<file path="src/include/fom_map.vh">
// Constants of the fieldbus object mapper: register addresses, field positions and codes.
`ifndef FOM_MAP_VH
`define FOM_MAP_VH

// -----------------------------------------------------------------------------
// Object index translation
// -----------------------------------------------------------------------------
`define FOM_INDEX_BASE      16'h2001
`define FOM_ADDR_NOM_VOLT   16'h0079
`define FOM_ADDR_REMOTE     16'h0192
`define FOM_ADDR_STATUS     16'h01F9
`define FOM_ADDR_MEAS_VOLT  16'h01FB
`define FOM_ADDR_MEAS_CURR  16'h01FC
`define FOM_ADDR_MEAS_POW   16'h01FD

// -----------------------------------------------------------------------------
// Remote control codes
// -----------------------------------------------------------------------------
`define FOM_REMOTE_ENTER    16'hFF00
`define FOM_REMOTE_LEAVE    16'h0000

// -----------------------------------------------------------------------------
// Status word fields
// -----------------------------------------------------------------------------
`define FOM_ST_MASTER_BIT   6
`define FOM_ST_POWER_BIT    7
`define FOM_ST_CC_BIT       10

// -----------------------------------------------------------------------------
// Scaling
// -----------------------------------------------------------------------------
`define FOM_FULL_SCALE      16'hCCCC
`define FOM_FRAC_BITS       16

// -----------------------------------------------------------------------------
// Cyclic image layout, slot one in the top bits
// -----------------------------------------------------------------------------
`define FOM_IMG_W           144
`define FOM_IMG_STATUS_HI   143
`define FOM_IMG_STATUS_LO   112
`define FOM_IMG_VOLT_HI     111
`define FOM_IMG_VOLT_LO     96
`define FOM_IMG_CURR_HI     95
`define FOM_IMG_CURR_LO     80
`define FOM_IMG_POW_HI      79
`define FOM_IMG_POW_LO      64
`define FOM_IMG_SPARE_HI    63
`define FOM_IMG_SPARE_LO    0
`define FOM_IMG_SPARE_W     64

`endif

</file>
<file path="src/verilog/fom_scale.v">
// Scaler that turns a fraction of nominal rating into the 52428-step fieldbus word.
`timescale 1ns/1ps
`include "fom_map.vh"
module fom_scale (
  input  wire        sys_clk_i,
  input  wire        sys_rst_i,
  input  wire [15:0] frac_i,
  output wire [15:0] word_o
);

  reg  [15:0] word_q;
  wire [31:0] prod;

  // The fraction is Q0.16 of nominal, so the word tops out just below full scale.
  assign prod = frac_i * `FOM_FULL_SCALE;

  always @(posedge sys_clk_i or posedge sys_rst_i) begin
    if (sys_rst_i) begin
      word_q <= 16'h0000;
    end else begin
      word_q <= prod[31:`FOM_FRAC_BITS];
    end
  end

  assign word_o = word_q;

endmodule // fom_scale

</file>
<file path="src/verilog/fom_mapper.v">
// Fieldbus object mapper: cyclic input image and indexed object access to load registers.
`timescale 1ns/1ps
`include "fom_map.vh"
module fom_mapper (
  input  wire                  sys_clk_i,
  input  wire                  sys_rst_i,
  // Load state, from logic on the same clock.
  input  wire [31:0]           status_word_i,
  input  wire                  master_config_i,
  input  wire                  power_stage_on_i,
  input  wire                  constant_current_regulation_i,
  input  wire [15:0]           volt_frac_i,
  input  wire [15:0]           curr_frac_i,
  input  wire [15:0]           pow_frac_i,
  input  wire [31:0]           nominal_voltage_i,
  // Object access from the fieldbus side.
  input  wire                  obj_req_i,
  input  wire                  obj_wr_i,
  input  wire [15:0]           obj_index_i,
  input  wire [31:0]           obj_wdata_i,
  output wire                  obj_ack_o,
  output wire                  obj_err_o,
  output wire [31:0]           obj_rdata_o,
  // Remote control state and cyclic image.
  output wire                  remote_mode_o,
  output wire [`FOM_IMG_W-1:0] cyc_image_o
);

  // ---------------------------------------------------------------------------
  // Status word and scaled measurements
  // ---------------------------------------------------------------------------
  reg  [31:0]           status_q;
  reg  [31:0]           status_d;
  wire [15:0]           volt_word;
  wire [15:0]           curr_word;
  wire [15:0]           pow_word;

  // The three flag bits follow their dedicated inputs so they cannot disagree with the regulator.
  always @* begin
    status_d                      = status_word_i;
    status_d[`FOM_ST_MASTER_BIT]  = master_config_i;
    status_d[`FOM_ST_POWER_BIT]   = power_stage_on_i;
    status_d[`FOM_ST_CC_BIT]      = constant_current_regulation_i;
  end

  always @(posedge sys_clk_i or posedge sys_rst_i) begin
    if (sys_rst_i) begin
      status_q <= 32'h0000_0000;
    end else begin
      status_q <= status_d;
    end
  end

  // ---------------------------------------------------------------------------
  // Scaled measurements
  // ---------------------------------------------------------------------------
  // Each measured word lags its fraction input by one cycle.
  fom_scale u_scale_volt (
    .sys_clk_i (sys_clk_i),
    .sys_rst_i (sys_rst_i),
    .frac_i    (volt_frac_i),
    .word_o    (volt_word)
  );

  fom_scale u_scale_curr (
    .sys_clk_i (sys_clk_i),
    .sys_rst_i (sys_rst_i),
    .frac_i    (curr_frac_i),
    .word_o    (curr_word)
  );

  fom_scale u_scale_pow (
    .sys_clk_i (sys_clk_i),
    .sys_rst_i (sys_rst_i),
    .frac_i    (pow_frac_i),
    .word_o    (pow_word)
  );

  // ---------------------------------------------------------------------------
  // Cyclic image
  // ---------------------------------------------------------------------------
  // Slot one occupies the top bits so that it leaves first on the wire.
  wire [`FOM_IMG_SPARE_W-1:0] spare_slots;

  assign spare_slots = {`FOM_IMG_SPARE_W{1'b0}};
  assign cyc_image_o[`FOM_IMG_STATUS_HI:`FOM_IMG_STATUS_LO] = status_q;
  assign cyc_image_o[`FOM_IMG_VOLT_HI:`FOM_IMG_VOLT_LO]     = volt_word;
  assign cyc_image_o[`FOM_IMG_CURR_HI:`FOM_IMG_CURR_LO]     = curr_word;
  assign cyc_image_o[`FOM_IMG_POW_HI:`FOM_IMG_POW_LO]       = pow_word;
  assign cyc_image_o[`FOM_IMG_SPARE_HI:`FOM_IMG_SPARE_LO]   = spare_slots;

  // ---------------------------------------------------------------------------
  // Object index translation
  // ---------------------------------------------------------------------------
  wire [15:0]           addr;
  wire                  sel_nom;
  wire                  sel_remote;
  wire                  sel_status;
  wire                  sel_volt;
  wire                  sel_curr;
  wire                  sel_pow;
  wire                  hit;

  // The subtraction wraps, so indexes below the base land on high addresses that decode as unmapped.
  assign addr       = obj_index_i - `FOM_INDEX_BASE;
  assign sel_nom    = (addr == `FOM_ADDR_NOM_VOLT);
  assign sel_remote = (addr == `FOM_ADDR_REMOTE);
  assign sel_status = (addr == `FOM_ADDR_STATUS);
  assign sel_volt   = (addr == `FOM_ADDR_MEAS_VOLT);
  assign sel_curr   = (addr == `FOM_ADDR_MEAS_CURR);
  assign sel_pow    = (addr == `FOM_ADDR_MEAS_POW);
  // Any index outside the six mapped registers is refused.
  assign hit        = sel_nom | sel_remote | sel_status | sel_volt | sel_curr | sel_pow;

  // ---------------------------------------------------------------------------
  // Write checks
  // ---------------------------------------------------------------------------
  wire                  enter_code;
  wire                  leave_code;
  wire                  bad_wr;
  wire                  accept;
  wire                  rd_take;
  wire                  remote_wr;

  assign enter_code = (obj_wdata_i[15:0] == `FOM_REMOTE_ENTER);
  assign leave_code = (obj_wdata_i[15:0] == `FOM_REMOTE_LEAVE);
  // Only the remote register is writable, and only with one of its two codes.
  assign bad_wr     = obj_wr_i & ~(sel_remote & (enter_code | leave_code));
  // A request is accepted when it maps to a register and is not a refused write.
  assign accept     = obj_req_i & hit & ~bad_wr;
  // Read data is captured only on accepted reads, so a refused access leaves it unchanged.
  assign rd_take    = accept & ~obj_wr_i;
  assign remote_wr  = accept & obj_wr_i & sel_remote;

  // ---------------------------------------------------------------------------
  // Read data select
  // ---------------------------------------------------------------------------
  reg  [31:0]           rd_val;
  reg                   remote_d;
  reg                   remote_q;
  reg                   ack_q;
  reg                   err_q;
  reg  [31:0]           rdata_q;
  wire [15:0]           remote_code;

  // The remote register reads back the code that selects the present mode.
  assign remote_code = remote_q ? `FOM_REMOTE_ENTER : `FOM_REMOTE_LEAVE;

  // Sixteen-bit registers return their value in the low half with the upper half zero.
  always @* begin
    rd_val = 32'h0000_0000;
    if (sel_nom) begin
      rd_val = nominal_voltage_i;
    end else if (sel_remote) begin
      rd_val = {16'h0000, remote_code};
    end else if (sel_status) begin
      rd_val = status_q;
    end else if (sel_volt) begin
      rd_val = {16'h0000, volt_word};
    end else if (sel_curr) begin
      rd_val = {16'h0000, curr_word};
    end else if (sel_pow) begin
      rd_val = {16'h0000, pow_word};
    end
  end

  // ---------------------------------------------------------------------------
  // Remote control state
  // ---------------------------------------------------------------------------
  // A refused write leaves the remote state untouched.
  always @* begin
    remote_d = remote_q;
    if (remote_wr) begin
      remote_d = enter_code;
    end
  end

  // ---------------------------------------------------------------------------
  // Answer registers
  // ---------------------------------------------------------------------------
  // Ack and err stand one cycle; read data holds until the next accepted read.
  always @(posedge sys_clk_i or posedge sys_rst_i) begin
    if (sys_rst_i) begin
      remote_q <= 1'b0;
    end else begin
      remote_q <= remote_d;
    end
  end

  always @(posedge sys_clk_i or posedge sys_rst_i) begin
    if (sys_rst_i) begin
      ack_q <= 1'b0;
    end else begin
      ack_q <= accept;
    end
  end

  always @(posedge sys_clk_i or posedge sys_rst_i) begin
    if (sys_rst_i) begin
      err_q <= 1'b0;
    end else begin
      err_q <= obj_req_i & ~accept;
    end
  end

  always @(posedge sys_clk_i or posedge sys_rst_i) begin
    if (sys_rst_i) begin
      rdata_q <= 32'h0000_0000;
    end else if (rd_take) begin
      rdata_q <= rd_val;
    end
  end

  // ---------------------------------------------------------------------------
  // Outputs
  // ---------------------------------------------------------------------------
  assign obj_ack_o     = ack_q;
  assign obj_err_o     = err_q;
  assign obj_rdata_o   = rdata_q;
  assign remote_mode_o = remote_q;

endmodule // fom_mapper

</file>
<file path="config.mk">
export PLATFORM = sky130hd
export DESIGN_NAME = fom_mapper
export DESIGN_NICKNAME = d
export VERILOG_FILES = /design/src/verilog/fom_scale.v /design/src/verilog/fom_mapper.v
export VERILOG_INCLUDE_DIRS = /design/src /design/src/include
export SDC_FILE = /design/constraint.sdc
export NUM_CORES = 1
export LEC_CHECK = 0
export BUFFER_PORTS_ARGS = -buffer_cell sky130_fd_sc_hd__buf_2
export CAP_MARGIN = 20
export CORE_MARGIN = 5
export CORE_UTILIZATION = 50
export CTS_CLUSTER_DIAMETER = 40
export DETAILED_ROUTE_END_ITERATION = 10
export PLACE_DENSITY_LB_ADDON = 0.08
export REMOVE_ABC_BUFFERS = 1
export SLEW_MARGIN = 0
export SYNTH_ARGS = -nofsm -noshare
export SYNTH_HDL_FRONTEND = slang
export SYNTH_HIERARCHICAL = 1
export SYNTH_SLANG_ARGS = --single-unit
</file>
<file path="constraint.sdc">
create_clock -name sys_clk_i -period 2.2 [get_ports sys_clk_i]
set_clock_uncertainty 0.1 [all_clocks]
set_input_delay 0.22 -clock sys_clk_i [delete_from_list [all_inputs] [get_ports sys_clk_i]]
set_output_delay 0.22 -clock sys_clk_i [all_outputs]
set_load 0.05 [all_outputs]
</file>
Word-level counts from Yosys, hierarchy flattened:

Cells that the tools add are included.

* register bits after elaboration: 115
* bits of input ports: 167
* output and inout bits: 179
* word-level logic and storage cells: 45

* add/sub/neg operators: 1
* multiply operators: 3
* equality and inequality tests: 7
* mux-type cells: 7
* bitwise operators: 18
* reduce and logical (&&, ||, !) cells: 1

Operators with widths (number)
* two-way mux 32 bit: 3
* multiplier 16 x 14 -> 30 bit (second input constant): 3
* equality test 16 x 9 -> 1 bit (second input constant): 5
* two-way mux 16 bit: 4
* equality test 16 bit (second input constant): 1
* equality test 16 x 7 -> 1 bit (second input constant): 1
* zero test 16 bit: 1
* subtractor 16 x 14 -> 16 bit (second input constant): 1
* AND 1 bit: 8
* OR 1 bit: 6
* inverter 1 bit: 4

Depth between registers and ports, before layout:

Gate-level depths: netlist of the first run.

* depth after elaboration: 11
* gate-level depth with buffers: 19

Modules after synthesis:

The synthesis of the first run kept the hierarchy.

Modules (own cells, without submodules)
* fom_scale at u_scale_curr: times used 1, cells an instance 502, area an instance 4863.4 um2, seq. area each 400.4 um2
* fom_scale at u_scale_volt: times used 1, cells an instance 485, area an instance 4823.4 um2, seq. area each 400.4 um2
* fom_scale at u_scale_pow: times used 1, cells an instance 461, area an instance 4663.2 um2, seq. area each 400.4 um2
* fom_mapper: times used 1, cells an instance 355, area an instance 3866.2 um2, seq. area each 1676.6 um2

Worst setup path after synthesis of the first run:

OpenSTA, ideal clock, no wires.

* kind: input to register
* start point: in volt_frac_i[1]
* end point: reg u_scale_volt.word_q[14] (netlist: u_scale_volt/word_o[14])
* arrival time: 4.642 ns
* data required time: 1.974 ns
* path slack: -2.668 ns
* stages on the path: 19
* cells stage by stage: ha_1 -> xor2_1 -> ha_1 -> a21o_1 -> fa_1 -> fa_1 -> fa_1 -> inv_1 -> fa_1 -> inv_1 -> ha_1 -> buf_2 -> nand4_1 -> nor3_1 -> o21ai_0 -> o211a_2 -> o31ai_2 -> nor4_1 -> a311o_1

* longest elaborated chain between the ends: 1

RTL lines
* start, declared: line fom_mapper.v:12 `input wire [15:0] volt_frac_i,`
* multiplier 16 x 14 -> 30 bit (no source line)
* via u_scale_volt.prod[30]: line fom_scale.v:12 `wire [31:0] prod;`
* end signal, assigned: line fom_scale.v:21 `` word_q <= prod[31:`FOM_FRAC_BITS]; ``
* end, declared: line fom_scale.v:11 `reg [15:0] word_q;`

The timed path passes the listed nets, and every way through them passes these cells.
A chain may end at the register's enable or synchronous reset.

Final worst setup path of the first run:

* start point: in volt_frac_i[11]
* end point: reg u_scale_volt.word_q[14] (netlist: u_scale_volt/word_o[14])

Same word-level chain as after synthesis.

==> results of run 1 <==
[repair_timing]
item	in CTS	in global routing
gates resized for setup	330	163
endpoints found under the setup margin	48	58
pin swaps	212	123
buffers inserted	42	19
hold buffers	36	0
hold endpoints to repair	100	0
[cells in the final DEF, fill, tap and decap left out, drive strengths merged, types with 10 or more instances in the layout]
master       synthesis  routed
clkbuf              12      23
nor4                17      17
xor2                29      29
a21oi               80      80
nand3               20      20
dfrtp              115     115
a31oi               11      11
inv                328     329
nand4               17      17
fa                 189     189
nor3                25      25
nor2                64      64
mux2i               18      18
mux2                25      25
o211ai              11      11
nand2               77      77
ha                 381     381
a22o                19      19
xnor2               46      46
buf                 87     668
a21o                28      28
dlygate4sd3          0      36
o21ai               52      52
conb                 1      64
a22oi               10      10
[sequential cells by signal, indices dropped and copies added, names as in the netlist]
signal,cells
remote_mode_o,1
u_scale_curr/word_o,16
obj_err_o,1
obj_ack_o,1
status_q,32
u_scale_pow/word_o,16
obj_rdata_o,32
u_scale_volt/word_o,16
[per-stage QoR]
step / instance area (um^2) / setup TNS [ns] / std cells / hold WS [ns]
finish: 26400 / -97.70 / 2971 / 0.0312
global route: 26400 / -102.44 / 2970 / 0.0395
CTS: 25500 / -94.58 / 2954 / 0.0185
detailed placement: 22400 / -140.16 / 2851 / 0.184
global placement: 22400 / -136.86 / 2851 / 0.178
floorplan: 17800 / -131.60 / 1767 / 0.0337
[cell families (layout without fill, tap and decap cells)]
group,after synthesis,in the layout,share of synthesized area (%)
compound gates,295,295,12.3
fa+ha+maj,570,570,46.9
buf+inv,427,1062,10.4
other cells,1,66,0.0206
simple gates,277,277,8.37
flops,115,115,15.8
mux,43,43,2.56
xor+xnor,75,75,3.61
[path summary, 6_finish.rpt]
check | end | slack, ns | cells after the start
hold reg to reg | obj_rdata_o[19]$_DFFE_PP0P_ | 0.38 | 1
hold / removal | obj_rdata_o[15]$_DFFE_PP0P_ | 0.03 | 3
min in group asynchronous | status_q[3]$_DFF_PP0_ | 0.37 | 3
max in group asynchronous | status_q[10]$_DFF_PP0_ | 1.01 | 4
setup / recovery | u_scale_volt/word_o[14]$_DFF_PP0_ | -2.26 | 17
setup reg to reg | obj_rdata_o[7]$_DFFE_PP0P_ | 0.23 | 7
[final cells by class]
class / instances / share of cell area, %
clock buffer: 23 / 1.85
antenna: 2 / 0.0189
inverter: 328 / 4.67
sequential: 115 / 10.9
multi-input combinational: 1324 / 60.3
clock inverter: 7 / 0.374
timing repair buffer: 704 / 19.7
tap: 468 / 2.21
[tightest hold or removal path, stage by stage]
cell and delay, ns:
buf_2 0.11, nor2_1 0.11, a221oi_1 0.08
[per-layer routing]
metal / up-vias / global-route usage, % / wire, um
li1: 7398 / - / -
met1: 7613 / 33.3 / 23200
met2: 422 / 50.0 / 29900
met3: 130 / 4.70 / 2520
met4: 4 / 9.24 / 2110
met5: - / 0 / 27
==> reports/results.ini, run 1 <==
[drt]
drt-initial-drc-count = 557
vias = 15600
post_drt_wl_per_cell_um = 19.4
remaining_drc_errors = 0
dr.pass1.iters = 5
via_per_inst = 5.24
ant_nets = 0
routed_wl_mm = 57.8

[min_path]
min_from = nominal_voltage_i[15]
hold_path_class = input port to flop

[critical_path]
cpLargestDelayFamily = adder cells
crit_top_cell = fa_1
cp_data_required_time_ns = 2.40
crit_start = volt_frac_i[11]
worstPathArrival_ns = 4.66
crit_type = input port to flop
crit_slowest_cell = fa_1
path_cells = buf_2 -> ha_1 -> fa_1 -> inv_1 -> fa_1 -> inv_1 -> fa_1 -> fa_1 -> ha_1 -> ha_4 -> buf_4 -> and3_2 -> nand4_1 -> buf_4 -> o31ai_4 -> nor4_2 -> a311o_1
max_stage_delay_ns = 0.50
path_buf_inv = 5
crit_fanout = 4
r2r-start = u_scale_pow/word_o[7]$_DFF_PP0_
startpoint_type = input port
endpoint_kind = flop

[logic_synthesis]
yosysUniqueCellTypes = 96
synth_top_area_share_pct = 26.2
synthTopCellsByArea = ha_1 (26%), fa_1 (21%), dfrtp_1 (16%), inv_1 (6.8%), buf_4 (2.8%)
synthesis.area_um2 = 18200
yosysMostFrequentCell = ha_1
synthTopCellsByCount = ha_1 (381), inv_1 (328), fa_1 (189), dfrtp_1 (115)
syn_avg_cell_area_um2 = 10.1
synthArstFlopShare_pct = 100
yosysTopAreaCell = ha_1
postSynthCellCount = 1803
ys_ff_latch = 115
synth-edff-count = 0
yosysSeqAreaShare_pct = 15.8
synth_ff_type = dfrtp_1
yosys_warnings = 6

[timing]
clock.fmax_mhz = 224
maxSlewViolCount = 0
fin_crit_sh_pct = 203
fin_ws_ns = -2.26
fin_crit_ns = 4.46
setup_viol = 48
hold_viol = 0
timing.max_slew.rel_slack_pct = 57.6
rsz0062_at_grt = yes
worstMarginPinSlew_ns = 0.631

[floorplan]
die_area_um2 = 40300
core_area_um2 = 36300
ios = 346
die_h_um = 201
die_w_um = 201
initial_utilization_pct = 50.2
rows = 70

[run_status]
violations = negative setup slack
status = finished with violations

[clocking]
clockBufferDepth = 2
htreeDepth = 4
cts_tree = yes
clock-sinks = 115
cts.clk_slew.worst_paths_ns = 0.06
insertion_delay_ns = 0.42
cts_inserted_buffers = 17
clockRootBuffer = clkbuf_16

[cells_and_area]
ff_latch_area_um2 = 2880
multi_input_area_um2 = 15900
final_util_pct = 72.9
area_delta_synth_final_pct = 45.2
nets = 3227
fillers = 2575
drive_above_1_share_pct = 41.7

[global_route]
grt_first_pass_wirelength_mm = 90.3
overflow = 0
grt_start_max_net_pins = 52
antenna_found_initial = 5
first_global_vias = 17000
grtUsageTotal_pct = 27.6

[placement]
place_congestion = 0.925
io_buffers = 262
place_hpwl_mm = 46.5
dp_slack_ns = -2.99

[job]
max_cap_violations = 0

Power of run 1 is left out: the tool's default activity adds up to more than one toggle a clock period on the data nets, which glitch-free logic cannot reach.
==> inputs of run 2 (changes only) <==
--- a/config.mk
+++ b/config.mk
@@ -13,7 +13,9 @@
 export CTS_CLUSTER_DIAMETER = 40
 export DETAILED_ROUTE_END_ITERATION = 10
 export PLACE_DENSITY_LB_ADDON = 0.08
+export RECOVER_POWER = 50
 export REMOVE_ABC_BUFFERS = 1
+export SKIP_LAST_GASP = 1
 export SLEW_MARGIN = 0
 export SYNTH_ARGS = -nofsm -noshare
 export SYNTH_HDL_FRONTEND = slang
==> reports/results.ini, run 2 (synthesized netlist as in run 1, its figures left out) <==
[clocking]
clock-sinks = 115
cts_inserted_buffers = 17
htreeDepth = 4
insertion_delay_ns = 0.42
clockRootBuffer = clkbuf_16
clockBufferDepth = 2
cts.clk_slew.worst_paths_ns = 0.05
cts_tree = yes

[critical_path]
r2r-start = u_scale_pow/word_o[7]$_DFF_PP0_
endpoint_kind = flop
max_stage_delay_ns = 0.50
crit_top_cell = fa_1
worstPathArrival_ns = 4.68
rr_worst_depth = 7
startpoint_type = input port
cp_data_required_time_ns = 2.40
reg2reg_slack_ns = 0.23
crit_fanout = 4
crit_type = input port to flop
crit_slowest_cell = fa_1
path_cells = buf_2 -> ha_1 -> fa_1 -> inv_1 -> fa_1 -> inv_1 -> fa_1 -> fa_1 -> ha_1 -> ha_4 -> buf_4 -> and3_2 -> nand4_1 -> buf_4 -> o31ai_4 -> nor4_2 -> a311o_1
crit_start = volt_frac_i[11]

[floorplan]
initial_utilization_pct = 50.2
die_h_um = 201
rows = 70
die_w_um = 201
ios = 346
die_area_um2 = 40300
core_area_um2 = 36300

[drt]
ant_nets = 0
dr.pass1.iters = 5
drt-initial-drc-count = 643
routed_wl_mm = 57.6
vias = 15600
via_per_inst = 5.23
post_drt_wl_per_cell_um = 19.4
remaining_drc_errors = 0

[placement]
place_hpwl_mm = 46.5
place_congestion = 0.925
io_buffers = 262
place_area_um2 = 22400

[run_status]
violations = negative setup slack
status = finished with violations

[min_path]
hold_path_class = input port to flop
min_path_cells = 3
min_from = nominal_voltage_i[19]

[global_route]
met1_usage_pct = 33.3
grtUsageTotal_pct = 27.6
overflow = 0
top_usage_layer = met2
met2_usage_pct = 49.9
grtUsageMet3_pct = 4.57
grt_first_pass_wirelength_mm = 90.1
antenna_found_initial = 5
first_global_vias = 16900
grt_start_max_net_pins = 52

[job]
max_cap_violations = 0

[timing]
fin_crit_ns = 4.48
fin_crit_sh_pct = 204
fin_ws_ns = -2.28
rsz0062_at_grt = yes
maxSlewViolCount = 0
clock.fmax_mhz = 223
setup_viol = 49
timing.max_slew.rel_slack_pct = 52.7
hold_viol = 0
worstMarginPinSlew_ns = 0.710

[cells_and_area]
final_area_um2 = 26200
nets = 3227
layout_commonest_cell = buf_4
final_cell_mix = buf_4 (349), inv_1 (304), ha_1 (286), buf_2 (238), fa_1 (180)
multi_input_area_um2 = 15800
drive_above_1_share_pct = 40.8
area_delta_synth_final_pct = 44.0
fillers = 2608
ff_latch_area_um2 = 2880

==> run 2: worst paths after layout <==
path	end
min	obj_rdata_o[19]$_DFFE_PP0P_
max in group asynchronous	status_q[10]$_DFF_PP0_
max	u_scale_volt/word_o[14]$_DFF_PP0_
min reg2reg	obj_rdata_o[19]$_DFFE_PP0P_
max reg2reg	obj_rdata_o[7]$_DFFE_PP0P_
min in group asynchronous	u_scale_curr/word_o[2]$_DFF_PP0_
==> run 2: routing by layer <==
layer  part of all wire [%]  up-vias
met2                     52      438
met3                    4.5      123
met1                     40     7579
met4                    3.7        2
li1                       -     7412
met5                  0.023        -
==> run 2: area by class of cell <==
cell class	count	area share (%)
sequential	115	11.0
antenna	3	0.0286
timing repair buffer	704	19.6
inverter	328	4.70
clock buffer	23	1.86
tap	468	2.23
multi-input combinational	1324	60.2
clock inverter	7	0.377
==> run 2: per-stage QoR <==
step / worst slack, ns / hold WS (ns) / util [%] / setup TNS [ns] / std cells
6_report: -2.28 / 0.0370 / 72.4 / -97.90 / 2972
3_3_place_gp: -2.87 / 0.178 / 61.8 / -136.86 / 2851
3_5_place_dp: -2.99 / 0.184 / 61.8 / -140.16 / 2851
2_1_floorplan: -2.66 / 0.0337 / - / -131.60 / 1767
5_1_grt: -2.37 / 0.0405 / 72.4 / -103.15 / 2970
4_1_cts: -2.34 / 0.0185 / 70.1 / -94.81 / 2954
==> run 2: repair_timing <==
action                                 CTS  global route
resized for setup                      321           126
endpoints found under the hold margin  100             0
buffers inserted                        42            19
hold buffers                            36             0
setup endpoints to repair               48            59
pin swaps                              210           113
==> run 2: worst max-delay path, delay by kind of cell <==
family / cells / cell delay, ns
adders and majority gates: 7 / 2.77
AOI/OAI and AO/OA: 2 / 0.60
and+or+nand+nor: 3 / 0.51
buffers and inverters: 5 / 0.58
Power of run 2 is left out for the same reason.
